**src/hdl/asc_regs.svh**
```systemverilog
// Timing, control word and host register constants of the converter link.
// Included by the package and both ends; holds definitions only.
`ifndef ASC_REGS_SVH
`define ASC_REGS_SVH
`define ASC_CLK_NS         10
`define ASC_NS_PER_US      1000
`define ASC_NS_PER_MS      1000000
`define ASC_CYC(ns)        (((ns) + `ASC_CLK_NS - 1) / `ASC_CLK_NS)
`define ASC_T_CONV_NS      1600
`define ASC_T_ACQ_BIP_NS   600
`define ASC_T_ACQ_UNI_NS   400
`define ASC_F_BIP_KHZ      454
`define ASC_F_UNI_KHZ      500
`define ASC_T_WAKE_INT_MS  2
`define ASC_T_WAKE_EXT_US  5
`define ASC_T_SWRD_BIP_NS  2200
`define ASC_T_SWRD_UNI_NS  2000
`define ASC_T_STB_NS       40
`define ASC_SCLK_HALF      8
`define ASC_CW_W           6
`define ASC_CW_CH          0
`define ASC_CW_CH_W        3
`define ASC_CW_FMT         3
`define ASC_CW_SLEEP       4
`define ASC_CW_SWCNV       5
`define ASC_WR_BITS        8
`define ASC_RD_BITS        16
`define ASC_CODE_W         12
`define ASC_FMT_FLIP       12'h800
`define ASC_A_CTRL         8'h00
`define ASC_A_CWORD        8'h04
`define ASC_A_RESULT       8'h08
`define ASC_A_STATUS       8'h0C
`define ASC_A_MASK         8'h10
`define ASC_C_CONV         0
`define ASC_C_WRITE        1
`define ASC_C_READ         2
`define ASC_C_SLEEP        3
`define ASC_C_BIP          4
`define ASC_C_EXT          5
`define ASC_C_BUSY         8
`define ASC_S_EOC          0
`define ASC_S_WR           1
`define ASC_S_RD           2
`define ASC_S_W            3
`endif

```
**src/hdl/asc_pkg.sv**
```systemverilog
// Types shared by both ends of the converter link.
// Relies on asc_regs.svh for the code, control word and result widths.
`include "asc_regs.svh"
package asc_pkg;
  typedef logic [17:0]               asc_cnt_t;
  typedef logic [`ASC_CODE_W-1:0]    asc_code_t;
  typedef logic [`ASC_CW_W-1:0]      asc_cword_t;
  typedef logic [`ASC_RD_BITS-1:0]   asc_word_t;
  typedef enum logic [1:0] {HS_IDLE, HS_STROBE, HS_FRAME} asc_hst_e;
endpackage : asc_pkg

```
**src/hdl/asc_link.sv**
```systemverilog
// Pins between the converter and its host; all single-direction.
// Each end runs its own pclk and samples every pin through two flops.
`timescale 1ns/1ps
interface asc_link;
  logic sclk;              // Serial clock, idle high
  logic din;               // Host to converter data
  logic dout;              // Converter to host data
  logic transmit_frame_n;  // Write frame, active low
  logic receive_frame_n;   // Read frame, active low
  logic convert_strobe_n;  // Convert strobe, active low
  logic standby_n;         // Standby pin, low sleeps
  logic conv_done_n;       // End of conversion, active low
  modport dev (input sclk, din, transmit_frame_n, receive_frame_n,
               convert_strobe_n, standby_n, output dout, conv_done_n);
  modport host (output sclk, din, transmit_frame_n, receive_frame_n,
                convert_strobe_n, standby_n, input dout, conv_done_n);
endinterface : asc_link

```
**src/hdl/asc_host.sv**
```systemverilog
// Host end: APB-controlled convert strobe, standby and framed serial port.
// Assumes the converter samples pins through two flops in its own clock domain.
// Behaviour
// - strobe rising edge starts hold and conversion
// - conversion end returns sampler to tracking
// - acquisition gap after conversion before strobe
// - strobes no faster than variant throughput
// - standby when pin low or sleep bit
// - wait 2 ms after internal-reference wake
// - wait 5 us after external-reference wake
// - first written bit is control MSB
// - write frame carries eight bits
// - read result as one 16-bit frame
// - frame held low yields second byte
// - both directions shift MSB first
// - clock idles high, data at falling
// - frames active low around each transfer
// - falling end-of-conversion marks completion
// - software start waits before reading
// - result straight binary or twos complement
//
// Decided for this implementation: the register addresses and the APB slave port.
`timescale 1ns/1ps
`include "asc_regs.svh"
module asc_host #(
  parameter int SCLK_HALF    = `ASC_SCLK_HALF,
  parameter int WAKE_INT_CYC = `ASC_T_WAKE_INT_MS * `ASC_NS_PER_MS / `ASC_CLK_NS
) (
  input  wire logic        pclk,     // Clock
  input  wire logic        presetn,  // Reset, low
  input  wire logic        psel,     // APB select
  input  wire logic        penable,  // APB enable
  input  wire logic        pwrite,   // APB write
  input  wire logic [7:0]  paddr,    // APB address
  input  wire logic [31:0] pwdata,   // APB write data
  output logic      [31:0] prdata,   // APB read data
  output logic             pready,   // APB ready
  output logic             pslverr,  // APB error
  output logic             irq,      // Interrupt, high
  asc_link.host            lnk       // Link pins
);
  localparam int PER_B = `ASC_CYC(`ASC_NS_PER_MS / `ASC_F_BIP_KHZ);
  localparam int PER_U = `ASC_CYC(`ASC_NS_PER_MS / `ASC_F_UNI_KHZ);
  localparam int ACQ_B = `ASC_CYC(`ASC_T_ACQ_BIP_NS);
  localparam int ACQ_U = `ASC_CYC(`ASC_T_ACQ_UNI_NS);
  localparam int SWR_B = `ASC_CYC(`ASC_T_SWRD_BIP_NS);
  localparam int SWR_U = `ASC_CYC(`ASC_T_SWRD_UNI_NS);
  localparam int WAKE_X = `ASC_CYC(`ASC_T_WAKE_EXT_US * `ASC_NS_PER_US);
  localparam int STB = `ASC_CYC(`ASC_T_STB_NS);
  localparam int DOUT = 1, EOC = 0;

  asc_pkg::asc_hst_e   st_q;
  logic [1:0]          s1_q, s2_q, s3_q;
  logic [2:0]          cfg_q, pend_q, take, stat_q, mask_q, ev, setp, clr;
  asc_pkg::asc_cword_t cword_q, sent_q;
  asc_pkg::asc_word_t  tx_q, rx_q, result_q;
  asc_pkg::asc_cnt_t   per_q, acq_q, wake_q, swr_q;
  logic [7:0]          hc_q;
  logic [4:0]          bit_q;
  logic                rd_q, sclk_q, din_q, wfr_n_q, rfr_n_q, cnv_n_q;
  logic                sby_n_q, sleep_q;
  logic [31:0]         rdata_d;
  logic                err_d;

  // APB: one wait state, access completes with pready high
  wire acc = psel & penable & pready;
  wire wr  = acc & pwrite;
  always_comb begin
    rdata_d = '0;
    err_d   = 1'b0;
    unique case (paddr)
      `ASC_A_CTRL: begin
        rdata_d[`ASC_C_SLEEP +: 3] = cfg_q;
        rdata_d[`ASC_C_BUSY]       = (st_q != asc_pkg::HS_IDLE) | (|pend_q);
      end
      `ASC_A_CWORD:  rdata_d[`ASC_CW_W-1:0]    = cword_q;
      `ASC_A_RESULT: rdata_d[`ASC_RD_BITS-1:0] = result_q;
      `ASC_A_STATUS: rdata_d[`ASC_S_W-1:0]     = stat_q;
      `ASC_A_MASK:   rdata_d[`ASC_S_W-1:0]     = mask_q;
      default:       err_d = 1'b1;
    endcase
  end

  always_ff @(posedge pclk or negedge presetn) begin
    if (!presetn) begin
      pready  <= 1'b0;
      prdata  <= '0;
      pslverr <= 1'b0;
    end else begin
      pready <= psel & penable & ~pready;
      if (psel & penable & ~pready) begin
        prdata  <= pwrite ? 32'h0000_0000 : rdata_d;
        pslverr <= err_d;
      end
    end
  end

  always_ff @(posedge pclk or negedge presetn) begin
    if (!presetn) begin
      cfg_q   <= '0;
      cword_q <= '0;
      mask_q  <= '0;
    end else if (wr) begin
      if (paddr == `ASC_A_CTRL) cfg_q <= pwdata[`ASC_C_SLEEP +: 3];
      if (paddr == `ASC_A_CWORD) cword_q <= pwdata[`ASC_CW_W-1:0];
      if (paddr == `ASC_A_MASK) mask_q <= pwdata[`ASC_S_W-1:0];
    end
  end

  // Link inputs through two flops
  always_ff @(posedge pclk or negedge presetn) begin
    if (!presetn) begin
      s1_q <= 2'h3;
      s2_q <= 2'h3;
      s3_q <= 2'h3;
    end else begin
      s1_q <= {lnk.dout, lnk.conv_done_n};
      s2_q <= s1_q;
      s3_q <= s2_q;
    end
  end

  wire edge_now = hc_q == 8'(SCLK_HALF - 1);
  wire last_bit = bit_q == (rd_q ? 5'(`ASC_RD_BITS - 1) : 5'(`ASC_WR_BITS - 1));
  wire fin      = st_q == asc_pkg::HS_FRAME && edge_now && !sclk_q && last_bit;
  wire stb_end  = st_q == asc_pkg::HS_STROBE && hc_q == 8'(STB - 1);
  wire sleeping = ~sby_n_q | cfg_q[0] | sleep_q;
  wire can_cv   = per_q == '0 && acq_q == '0 && wake_q == '0 && !sleeping;
  wire idle     = st_q == asc_pkg::HS_IDLE;

  always_comb begin
    take = '0;
    take[`ASC_C_WRITE] = idle & pend_q[`ASC_C_WRITE];
    take[`ASC_C_READ]  = idle & ~pend_q[`ASC_C_WRITE] & pend_q[`ASC_C_READ]
                         & (swr_q == '0);
    take[`ASC_C_CONV]  = idle & ~pend_q[`ASC_C_WRITE] & ~take[`ASC_C_READ]
                         & pend_q[`ASC_C_CONV] & can_cv;
    setp = (wr && paddr == `ASC_A_CTRL) ? pwdata[`ASC_C_READ:`ASC_C_CONV] : 3'h0;
  end

  // Pending commands; a new request wins over its own take
  always_ff @(posedge pclk or negedge presetn) begin
    if (!presetn) begin
      pend_q <= '0;
    end else begin
      pend_q <= setp | (pend_q & ~take);
    end
  end

  // Strobe and frame sequencer
  always_ff @(posedge pclk or negedge presetn) begin
    if (!presetn) begin
      st_q    <= asc_pkg::HS_IDLE;
      hc_q    <= '0;
      bit_q   <= '0;
      rd_q    <= 1'b0;
      tx_q    <= '0;
      rx_q    <= '0;
      sclk_q  <= 1'b1;
      din_q   <= 1'b0;
      wfr_n_q <= 1'b1;
      rfr_n_q <= 1'b1;
      cnv_n_q <= 1'b1;
      sent_q  <= '0;
    end else begin
      unique case (st_q)
        asc_pkg::HS_IDLE: begin
          hc_q  <= '0;
          bit_q <= '0;
          if (take[`ASC_C_WRITE]) begin
            st_q    <= asc_pkg::HS_FRAME;
            rd_q    <= 1'b0;
            sent_q  <= cword_q;
            tx_q    <= {cword_q, 10'h000};
            din_q   <= cword_q[`ASC_CW_W-1];
            wfr_n_q <= 1'b0;
          end else if (take[`ASC_C_READ]) begin
            st_q    <= asc_pkg::HS_FRAME;
            rd_q    <= 1'b1;
            rfr_n_q <= 1'b0;
          end else if (take[`ASC_C_CONV]) begin
            st_q    <= asc_pkg::HS_STROBE;
            cnv_n_q <= 1'b0;
          end
        end
        asc_pkg::HS_STROBE: begin
          hc_q <= hc_q + 8'h01;
          if (stb_end) begin
            st_q    <= asc_pkg::HS_IDLE;
            cnv_n_q <= 1'b1;
          end
        end
        asc_pkg::HS_FRAME: begin
          hc_q <= edge_now ? 8'h00 : hc_q + 8'h01;
          if (edge_now && sclk_q) begin
            sclk_q <= 1'b0;
            rx_q   <= {rx_q[`ASC_RD_BITS-2:0], s2_q[DOUT]};
          end else if (edge_now) begin
            sclk_q <= 1'b1;
            bit_q  <= bit_q + 5'h01;
            tx_q   <= {tx_q[`ASC_RD_BITS-2:0], 1'b0};
            din_q  <= tx_q[`ASC_RD_BITS-2];
            if (last_bit) begin
              st_q    <= asc_pkg::HS_IDLE;
              wfr_n_q <= 1'b1;
              rfr_n_q <= 1'b1;
              din_q   <= 1'b0;
            end
          end
        end
      endcase
    end
  end

  // Hold-off timers
  wire fin_up  = st_q == asc_pkg::HS_FRAME && edge_now && !sclk_q && last_bit;
  wire eoc_ev  = s3_q[EOC] & ~s2_q[EOC];
  wire wake_ev = (~cfg_q[0] & ~sby_n_q)
                 | (fin_up & ~rd_q & sleep_q & ~sent_q[`ASC_CW_SLEEP]);
  always_ff @(posedge pclk or negedge presetn) begin
    if (!presetn) begin
      per_q   <= '0;
      acq_q   <= '0;
      wake_q  <= '0;
      swr_q   <= '0;
      sleep_q <= 1'b0;
      sby_n_q <= 1'b1;
    end else begin
      sby_n_q <= ~cfg_q[0];
      if (fin_up && !rd_q) sleep_q <= sent_q[`ASC_CW_SLEEP];
      if (stb_end) per_q <= asc_pkg::asc_cnt_t'(cfg_q[1] ? PER_B : PER_U);
      else if (per_q != '0) per_q <= per_q - 18'h1;
      if (eoc_ev) acq_q <= asc_pkg::asc_cnt_t'(cfg_q[1] ? ACQ_B : ACQ_U);
      else if (acq_q != '0) acq_q <= acq_q - 18'h1;
      if (wake_ev) wake_q <= asc_pkg::asc_cnt_t'(cfg_q[2] ? WAKE_X : WAKE_INT_CYC);
      else if (wake_q != '0) wake_q <= wake_q - 18'h1;
      if (fin_up && !rd_q && sent_q[`ASC_CW_SWCNV])
        swr_q <= asc_pkg::asc_cnt_t'(cfg_q[1] ? SWR_B : SWR_U);
      else if (swr_q != '0) swr_q <= swr_q - 18'h1;
    end
  end

  // Sticky status, write one to clear, event wins
  always_comb begin
    ev = '0;
    ev[`ASC_S_EOC] = eoc_ev;
    ev[`ASC_S_WR]  = fin & ~rd_q;
    ev[`ASC_S_RD]  = fin & rd_q;
    clr = (wr && paddr == `ASC_A_STATUS) ? pwdata[`ASC_S_W-1:0] : 3'h0;
  end

  always_ff @(posedge pclk or negedge presetn) begin
    if (!presetn) begin
      stat_q   <= '0;
      irq      <= 1'b0;
      result_q <= '0;
    end else begin
      stat_q <= ev | (stat_q & ~clr);
      irq    <= |(stat_q & mask_q);
      if (fin && rd_q) result_q <= rx_q;
    end
  end

  assign lnk.sclk             = sclk_q;
  assign lnk.din              = din_q;
  assign lnk.transmit_frame_n = wfr_n_q;
  assign lnk.receive_frame_n  = rfr_n_q;
  assign lnk.convert_strobe_n = cnv_n_q;
  assign lnk.standby_n        = sby_n_q;
endmodule : asc_host

```
**src/flat_wrapper.sv**
```systemverilog
// flat-port wrapper written by rule: the top's interface ports become plain ports
module asc_host_flat 
#(
  parameter int SCLK_HALF    = `ASC_SCLK_HALF,
  parameter int WAKE_INT_CYC = `ASC_T_WAKE_INT_MS * `ASC_NS_PER_MS / `ASC_CLK_NS
)
  (pclk, presetn, psel, penable, pwrite, paddr, pwdata, prdata, pready, pslverr, irq, lnk_sclk, lnk_din, lnk_transmit_frame_n, lnk_receive_frame_n, lnk_convert_strobe_n, lnk_standby_n, lnk_dout, lnk_conv_done_n);
  asc_link lnk_i ();
  input  wire logic pclk;
  input  wire logic presetn;
  input  wire logic psel;
  input  wire logic penable;
  input  wire logic pwrite;
  input  wire logic [7:0] paddr;
  input  wire logic [31:0] pwdata;
  output logic      [31:0] prdata;
  output logic pready;
  output logic pslverr;
  output logic irq;
  output wire logic [$bits(lnk_i.sclk)-1:0] lnk_sclk;
  output wire logic [$bits(lnk_i.din)-1:0] lnk_din;
  output wire logic [$bits(lnk_i.transmit_frame_n)-1:0] lnk_transmit_frame_n;
  output wire logic [$bits(lnk_i.receive_frame_n)-1:0] lnk_receive_frame_n;
  output wire logic [$bits(lnk_i.convert_strobe_n)-1:0] lnk_convert_strobe_n;
  output wire logic [$bits(lnk_i.standby_n)-1:0] lnk_standby_n;
  input wire logic [$bits(lnk_i.dout)-1:0] lnk_dout;
  input wire logic [$bits(lnk_i.conv_done_n)-1:0] lnk_conv_done_n;
  assign lnk_sclk = lnk_i.sclk;
  assign lnk_din = lnk_i.din;
  assign lnk_transmit_frame_n = lnk_i.transmit_frame_n;
  assign lnk_receive_frame_n = lnk_i.receive_frame_n;
  assign lnk_convert_strobe_n = lnk_i.convert_strobe_n;
  assign lnk_standby_n = lnk_i.standby_n;
  assign lnk_i.dout = lnk_dout;
  assign lnk_i.conv_done_n = lnk_conv_done_n;
  asc_host #(.SCLK_HALF(SCLK_HALF), .WAKE_INT_CYC(WAKE_INT_CYC)) u_core (.pclk(pclk), .presetn(presetn), .psel(psel), .penable(penable), .pwrite(pwrite), .paddr(paddr), .pwdata(pwdata), .prdata(prdata), .pready(pready), .pslverr(pslverr), .irq(irq), .lnk(lnk_i));
endmodule
```
**config.mk**
```make
export PLATFORM = sky130hd
export DESIGN_NAME = asc_host_flat
export DESIGN_NICKNAME = d
export VERILOG_FILES = /design/src/hdl/asc_pkg.sv /design/src/hdl/asc_link.sv /design/src/hdl/asc_host.sv /design/src/flat_wrapper.sv
export VERILOG_INCLUDE_DIRS = /design/src /design/src/hdl
export SDC_FILE = /design/constraint.sdc
export NUM_CORES = 1
export LEC_CHECK = 0
export BUFFER_PORTS_ARGS = -buffer_cell sky130_fd_sc_hd__clkbuf_2
export CORE_MARGIN = 1.5
export CORE_UTILIZATION = 45
export DETAILED_ROUTE_END_ITERATION = 10
export HOLD_SLACK_MARGIN = 0.15
export PLACE_DENSITY = 0.74
export SLEW_MARGIN = 20
export SYNTH_ARGS = -nofsm -noshare
export SYNTH_HDL_FRONTEND = slang
export SYNTH_SLANG_ARGS = --single-unit
```
**constraint.sdc**
```tcl
create_clock -name pclk -period 3.5 [get_ports pclk]
set_clock_uncertainty 0.2 [all_clocks]
set_input_delay 0.175 -clock pclk [delete_from_list [all_inputs] [get_ports pclk]]
set_output_delay 0.175 -clock pclk [all_outputs]
set_load 0.02 [all_outputs]
```
* Yosys cells after proc, flatten, opt, wreduce, memory -nomap -nowiden
Cells that the tools add are included.
** Storage, ports and cells
- Input port bits :: 47
- Register bits after elaboration :: 206
- Output and inout bits :: 41
** Cells by class
- Muxes and demuxes :: 61
- Add/subtract/negate cells :: 6
- Reduce and logical (&&, ||, !) cells :: 51
- Equal/unequal tests :: 19
- Bitwise operators :: 36
** Operators with widths (number)
- two-way mux 18 bit :: 9
- zero test 18 bit :: 4
- nonzero test 18 bit :: 4
- subtractor 18 x 1 -> 18 bit (second input constant) :: 4
- two-way mux 15 bit :: 3
- one-hot mux 15 bit (2 select lines) :: 1
- two-way mux 5 bit :: 5
- one-hot mux 8 bit (3 select lines) :: 1
- two-way mux 1 bit :: 19
- nonzero test 2 bit :: 9
- AND 1 bit :: 17
- equality test 8 x 3 -> 1 bit (second input constant) :: 2
- equality test 8 x 4 -> 1 bit (second input constant) :: 2
- two-way mux 16 bit :: 1
- two-way mux 2 bit :: 8
- AND reduction 5 bit :: 3
- AND reduction 2 bit :: 7
- logical AND 1 bit :: 13
- != test 2 x 1 -> 1 bit (second input constant) :: 6
- one-hot mux 3 bit (4 select lines) :: 1
- one-hot mux 1 bit (2 select lines) :: 5
- one-hot mux 5 bit (2 select lines) :: 1
- AND 3 bit :: 3
- one-hot mux 3 bit (3 select lines) :: 1
- 26 further kinds :: 44

* Longest topological paths before layout
Gate-level depths: netlist (run 1).
- Depth after elaboration :: 12
- Depth in mapped cells :: 10
- Gate-level depth less buffers :: 8

* Worst setup path after synthesis (run 1)
No wires, ideal clock.
- Path kind :: register to register
- Start point :: reg u_core.hc_q[3]
- End point :: reg u_core.result_q[10]
- Path slack :: 0.967 ns
- Data arrival time :: 2.209 ns
- Data required time :: 3.175 ns
- Clock period less this slack :: 2.533 ns
- Cell stages (with the launch flop) :: 7
- Cell sequence :: dfrtp_1 -> or4_4 -> nor4b_4 -> and3_1 -> buf_2 -> buf_4 -> mux2_2
** On the way
- Cells in the longest elaborated chain, start to end :: 5
** Ends and longest elaborated chain
- from (decl) :: line asc_host.sv:58 : logic [7:0] hc_q;
- from (signal assigned) :: line asc_host.sv:187 : hc_q <= hc_q + 8'h01;
- from (signal assigned) :: line asc_host.sv:194 : hc_q <= edge_now ? 8'h00 : hc_q + 8'h01;
- equality test 8 x 3 -> 1 bit :: line asc_host.sv:123 : wire edge_now = hc_q == 8'(SCLK_HALF - 1);
- logical AND 1 bit (3 in a row) :: line asc_host.sv:125 : wire fin = st_q == asc_pkg::HS_FRAME && edge_now && !sclk_q && last_bit;
- logical AND 1 bit :: line asc_host.sv:260 : if (fin && rd_q) result_q <= rx_q;
- to (signal assigned) :: line asc_host.sv:260
- to (decl) :: line asc_host.sv:56 : asc_pkg::asc_word_t tx_q, rx_q, result_q;
No other way between the ends.
A chain may end at the register's enable or synchronous reset.

* Final worst setup path (run 1)
- Start point :: in paddr[6]
- End point :: reg u_core.cfg_q[0]
** On the way
- Cells in the longest elaborated chain, start to end :: 2
** Ends and longest elaborated chain
- from (decl) :: line flat_wrapper.sv:14 : input wire logic [7:0] paddr;
- zero test 8 bit
- AND reduction 2 bit (no line)
- to (signal assigned) :: line asc_host.sv:104 : if (paddr == `ASC_A_CTRL) cfg_q <= pwdata[`ASC_C_SLEEP +: 3];
- to (decl) :: line asc_host.sv:54 : logic [2:0] cfg_q, pend_q, take, stat_q, mask_q, ev, setp, clr;
No other way between the ends.

==> results.py, run 1 <==
metrics = {
    "status": {
        "status": "finished with violations",
        "failed_checks": "design-rule violations",
    },
    "synthesis": {
        "synth.cell_area_mm2": 0.008362,
        "seq_area_frac_synth_pct": 52.82,
        "synth_top_area_cell": "dfrtp_1",
        "synth_cell_types": 66,
        "synth.top_cell.area_share_pct": 49.68,
        "synth_most_common_cell": "dfrtp_1",
        "ys_async_sr_fraction_pct": 100.0,
        "synth_cells": 783,
        "synth_area_leaders": "dfrtp_1 50%, mux2_2 6.9%, nor2_1 4.4%, xnor2_1 4.2%, dfstp_2 3.1%",
        "avgSynthCellArea_um2": 10.68,
        "yosys_warnings": 0,
        "synth_edf_count": 0,
        "ys_ff_latch": 176,
        "synth-main-ff-cell": "dfrtp_1",
        "synth_common_cells": "166 x dfrtp_1, 97 x nor2_1, 59 x nand2_1, 51 x mux2_2, 40 x xnor2_1",
    },
    "cells_and_area": {
        "nets": 915,
        "antenna_cells": 0,
        "final_layout_size_suffix_gt1_share_pct": 18.57,
        "fillerInstances": 1531,
        "area_growth_pct": 14.57,
    },
    "route": {
        "remaining_drc_errors": 2,
        "vias_per_cell": 5.330,
        "ant_nets": 0,
        "routed_wirelength_mm": 16.67,
        "firstDrtPassIters": 7,
        "first_iter_violations": 339,
        "wl_per_cell_um": 15.21,
        "vias": 5842,
    },
    "floorplanning": {
        "dieArea_mm2": 0.01941,
        "ios": 88,
        "fp.dieH_um": 139.3,
        "die_w_um": 139.3,
        "rows": 49,
        "start_util_pct": 46.23,
        "core_mm2": 0.01809,
    },
    "clock_tree": {
        "cts_tree": "built",
        "cts-root-buf": "clkbuf_16",
        "cts_buffer_depth": 2,
        "cts_setup_buffers": 0,
        "cts.reportedPaths.clkPinSlew_ps": 70,
        "h-tree-depth": 4,
        "clk_latency_ps": 440,
        "cts_inserted_buffers": 17,
        "cts_sinks": 176,
    },
    "setup_path": {
        "path_max_fanout": 7,
        "worstSetupStartpointType": "primary input",
        "critPathLaunch": "paddr[6]",
        "crit_required_ps": 3670,
        "crit_type": "in -> reg",
        "worstPathArrival_ps": 3360,
        "crit-reg2reg-launch": "u_core.wake_q[2]",
        "crit_path_end_kind": "flip-flop",
    },
    "timing": {
        "hold_viol_final": 0,
        "drv_slew": 0,
        "period_minus_slack_ps": 3190,
        "fin_crit_sh_pct": 91.14,
        "slew_headroom_pct": 46.27,
        "rsz0062_at_grt": "no",
        "clock.fmax_mhz": 313.5,
        "fin_tns_setup_ps": 0,
        "setup_viol": 0,
        "worst_pin_slew_ps": 805.9,
    },
    "place": {
        "gp_congestion": 0.8033,
        "port_buffers": 45,
        "dp_hpwl_mm": 11.14,
    },
    "global_routing": {
        "grt_usage_pct": 18.46,
        "grt_pass1_wl_mm": 28.67,
        "antenna_found_initial": 0,
        "grt_max_degree": 90,
        "first_global_vias": 5929,
        "grt-ovfl-total": 0,
    },
    "worst_hold_path": {
        "hp-class": "in -> async",
    },
    "run": {
        "maxCapViolCount": 0,
    },
    "pwr": {
        "p_total_mw": 4.826,
        "peakVddDrop_uv": 334.6,
        "power_density_mw_per_mm2": 503.8,
        "p_leak_nw": 4.564,
    },
}
stage by stage:
step	worst slack (ps)	util [%]	area, µm²	cells	hold WS (ps)
2_1_floorplan	966.7	-	8418	798	-320.6
3_3_place_gp	629.6	48.68	8803	1044	63.21
3_5_place_dp	603.3	48.68	8803	1044	64.27
4_1_cts	436.4	52.97	9580	1096	150.1
5_1_grt	177.7	52.97	9580	1096	161.3
6_report	310.0	52.97	9580	1096	153.3
layer usage:
| metal | routed length, µm | vias up | global-route usage, % |
|---|---|---|---|
| met4 | 246 | 0 | 7.335 |
| met1 | 7739 | 2894 | 24.16 |
| met2 | 8099 | 80 | 30.01 |
| met5 | 0 | - | 0 |
| li1 | - | 2848 | - |
| met3 | 582 | 20 | 3.957 |
layout make-up:
class	instances	area, µm²	area share [%]
inverters	20	75.07	0.7836
repair buffers	76	529.3	5.524
multi-input cells	564	3706	38.68
clock inverters	11	110.1	1.149
clock buffers	20	456.7	4.767
well taps	229	286.5	2.991
flip-flops and latches	176	4417	46.10
repair_timing:
item	in CTS	in global routing
hold buffers	21	0
gates resized for setup	0	0
endpoints found under the hold margin	115	0
cells by family (layout without fill, tap and decap cells):
kind of cell	count (synthesis)	after routing	share of synthesized area (%)
AND/OR/NAND/NOR	307	307	18.76
flip-flops	176	176	52.82
AO/OA/AOI/OAI	100	100	7.856
XOR/XNOR	70	70	7.332
multiplexers	58	58	7.706
buffers and inverters	58	127	3.531
adder cells (fa/ha/maj)	13	13	1.945
other	1	16	0.04485
where the power goes:
part / internal [mW] / switching [mW] / total, mW / leakage [nW]
Combinational: 0.285 / 0.356 / 0.641 / 1.96
Clock: 1.02 / 0.791 / 1.81 / 0.257
Sequential: 2.21 / 0.171 / 2.38 / 2.35
cells in the final DEF (no fill, tap or decap), drive strengths merged, types with 3 or more instances in the layout:
master,netlist,final
dfrtp,166,166
nor2,97,97
clkbuf,15,64
nand2,60,60
mux2,51,51
xnor2,40,40
o21ai,32,32
xor2,30,30
nor3,29,29
a21oi,23,23
nor4,22,22
dlygate4sd3,0,21
inv,20,21
nand3,20,20
conb,1,16
nor2b,13,13
ha,13,13
and3,12,12
a22o,12,12
buf,23,11
dfstp,10,10
nand2b,10,10
or3,8,8
nand4,7,7
mux2i,7,7
or4,7,7
clkinvlp,0,6
o31ai,5,5
a31oi,4,4
nor4b,4,4
a211oi,4,4
and2,3,3
a21o,3,3
a22oi,3,3
o2bb2ai,3,3
clkinv,0,3
state kept, by name, indices dropped and copies added (netlist names), 2 cells and up:
register,flops
u_core.hc_q,8
u_core.wake_q,18
u_core.s1_q,2
u_core.st_q,2
u_core.stat_q,3
u_core.swr_q,18
u_core.acq_q,18
u_core.s2_q,2
u_core.mask_q,3
u_core.bit_q,5
u_core.prdata,16
u_core.tx_q,5
u_core.cfg_q,3
u_core.pend_q,3
u_core.result_q,16
u_core.sent_q,2
u_core.cword_q,6
u_core.per_q,18
u_core.rx_q,16
worst paths after layout:
kind,slack (ps),cells after the start,to
min in group pclk,160,0,u_core.s2_q[0]
hold / removal,150,2,u_core.rx_q[12]
setup / recovery,310,11,u_core.cfg_q[0]
max in group asynchronous,1970,3,u_core.lnk.standby_n
setup reg to reg,540,6,u_core.st_q[0]
hold reg to reg,160,0,u_core.s2_q[0]
critical path, cell delays in order:
cell and delay [ps]:
dlygate4sd3_1 540, clkbuf_2 100, nor2_1 60, dlygate4sd3_1 550, nand2_1 90, nor4_1 300, buf_4 230, nand2_1 60
dlygate4sd3_1 560, o21ai_0 100, dlygate4sd3_1 580
Power figures use the tool's default switching activity.
==> run 2: changes to the inputs <==
--- a/config.mk
+++ b/config.mk
@@ -6,12 +6,12 @@
 export SDC_FILE = /design/constraint.sdc
 export NUM_CORES = 1
 export LEC_CHECK = 0
-export BUFFER_PORTS_ARGS = -buffer_cell sky130_fd_sc_hd__clkbuf_2
 export CORE_MARGIN = 1.5
 export CORE_UTILIZATION = 45
 export DETAILED_ROUTE_END_ITERATION = 10
+export DONT_BUFFER_PORTS = 1
 export HOLD_SLACK_MARGIN = 0.15
-export PLACE_DENSITY = 0.74
+export PLACE_DENSITY = 0.7
 export SLEW_MARGIN = 20
 export SYNTH_ARGS = -nofsm -noshare
 export SYNTH_HDL_FRONTEND = slang
==> results.py, run 2 (same netlist as run 1, synthesis figures left out) <==
metrics = {
    "timing": {
        "fin_crit_sh_pct": 94.24,
        "fin_tns_setup_ps": 0,
        "drv_slew": 0,
        "worst_pin_slew_ps": 761.1,
        "fin_hold_ws_ps": -765.6,
        "rsz0062_at_grt": "no",
        "slew_headroom_pct": 48.92,
        "clock.fmax_mhz": 303.2,
        "setup_viol": 0,
        "period_minus_slack_ps": 3298,
        "hold_viol_final": 176,
    },
    "clock_tree": {
        "cts_resized": 0,
        "cts_setup_buffers": 0,
        "cts_inserted_buffers": 17,
        "cts_hold_buffers": 30,
        "cts.reportedPaths.clkPinSlew_ps": 70,
        "cts_buffer_depth": 2,
        "cts_tree": "built",
        "cts_sinks": 176,
        "h-tree-depth": 4,
        "clk_latency_ps": 430,
        "cts-root-buf": "clkbuf_16",
    },
    "floorplanning": {
        "fp.dieH_um": 139.3,
        "start_util_pct": 46.23,
        "core_mm2": 0.01809,
        "dieArea_mm2": 0.01941,
        "die_w_um": 139.3,
        "rows": 49,
        "ios": 88,
    },
    "place": {
        "dp_hpwl_mm": 10.93,
        "postPlaceCellArea_mm2": 0.008552,
        "port_buffers": 0,
        "gp_congestion": 0.7906,
    },
    "route": {
        "wl_per_cell_um": 15.55,
        "first_iter_violations": 368,
        "vias_per_cell": 5.340,
        "routed_wirelength_mm": 16.49,
        "vias": 5660,
        "remaining_drc_errors": 4,
        "ant_nets": 0,
        "firstDrtPassIters": 8,
    },
    "run": {
        "maxCapViolCount": 0,
    },
    "setup_path": {
        "crit_path_end_kind": "flip-flop",
        "crit_slowest_cell": "or4_4",
        "path_cells": "or4_4, or3_4, nor4_1, nand4_1, nand2b_1, a22o_1, dlygate4sd3_1",
        "worstPathArrival_ps": 3410,
        "critPathTopFamily": "simple AND/OR/NAND/NOR gates",
        "worstSetupStartpointType": "flip-flop",
        "max_stage_delay_ps": 570,
        "cp_num_buf_inv": 1,
        "crit_type": "reg -> reg",
        "crit_required_ps": 3610,
        "path_max_fanout": 5,
    },
    "global_routing": {
        "grt-ovfl-total": 0,
        "grt_max_degree": 177,
        "grt_pass1_wl_mm": 28.07,
        "grt_usage_pct": 17.98,
        "antenna_found_initial": 1,
        "first_global_vias": 5613,
    },
    "status": {
        "status": "finished with violations",
        "failed_checks": "design-rule violations, negative hold slack",
    },
    "cells_and_area": {
        "mostFrequentLayoutCells": "166 x dfrtp_1, 97 x nor2_1, 59 x nand2_1",
        "nets": 878,
        "final_layout_size_suffix_gt1_share_pct": 13.86,
        "design_area_mm2": 0.009517,
        "area_growth_pct": 13.81,
        "final_common_cell": "dfrtp_1",
    },
    "worst_hold_path": {
        "hp-class": "in -> async",
    },
    "pwr": {
        "power_density_mw_per_mm2": 537.6,
        "peakVddDrop_uv": 366.1,
        "p_leak_nw": 4.459,
    },
}
run 2: cell count changes in the layout (fill, tap and decap cells not counted), sizes merged:
cell	delta
clkinvlp	-5
buf	-2
dlygate4sd3	+9
clkinv	-1
diode	+1
inv	+3
bufinv	+5
clkbuf	-46
run 2: layer usage:
| metal | track usage [%] | part of all wire (%) | routed length [µm] |
|---|---|---|---|
| met1 | 24.38 | 47 | 7765 |
| met2 | 28.93 | 49 | 8045 |
| met3 | 4.508 | 2.6 | 422 |
| met4 | 4.647 | 1.5 | 254 |
| met5 | 0 | 0 | 0 |
run 2: worst register-to-register path: cells and delay by family, from the launching register on:
family	cells	cell delay (ps)
AND/OR/NAND/NOR	5	1830
buffers and inverters	1	550
flip-flops	1	420
AO/OA/AOI/OAI	1	190
run 2: cell type report:
| class | instances | area [µm²] |
|---|---|---|
| Inverter | 20 | 75.07 |
| Tap cell | 229 | 286.5 |
| Clock buffer | 18 | 429.2 |
| Timing Repair Buffer | 39 | 367.9 |
| Antenna cell | 1 | 2.502 |
| Sequential cell | 176 | 4417 |
| Fill cell | 1554 | 8569 |
| Multi-Input combinational cell | 564 | 3706 |
| Clock inverter | 13 | 232.7 |
run 2: path summary, 6_finish.rpt:
kind / startpoint / to / depth (start not counted) / slack (ps)
worst max-delay path: u_core.wake_q[2] / u_core.pend_q[0] / 7 / 200
worst min-delay path: presetn / u_core.rx_q[13] / 0 / -770
worst max register to register: u_core.wake_q[2] / u_core.pend_q[0] / 7 / 200
worst min register to register: u_core.s1_q[0] / u_core.s2_q[0] / 0 / 160
max in group asynchronous: presetn / u_core.lnk.sclk / 0 / 3600
min in group pclk: u_core.s1_q[0] / u_core.s2_q[0] / 0 / 160
run 2: through the flow:
step / utilization, % / hold slack [ps] / setup WS [ps] / cells / power [mW]
2_1_floorplan: - / -320.6 / 966.7 / 798 / 2.864
3_3_place_gp: 47.28 / -315.3 / 652.9 / 998 / 2.947
3_5_place_dp: 47.28 / -315.6 / 641.6 / 998 / 2.978
4_1_cts: 52.60 / -777.9 / 256.3 / 1059 / 5.156
5_1_grt: 52.62 / -788.6 / 75.28 / 1060 / 5.339
6_report: 52.62 / -765.6 / 201.6 / 1060 / 5.116
run 2: report_power, final:
part	total, mW	switching (mW)	internal [mW]
registers	2.38	0.170	2.21
logic	0.595	0.314	0.281
clock network	2.14	0.803	1.34
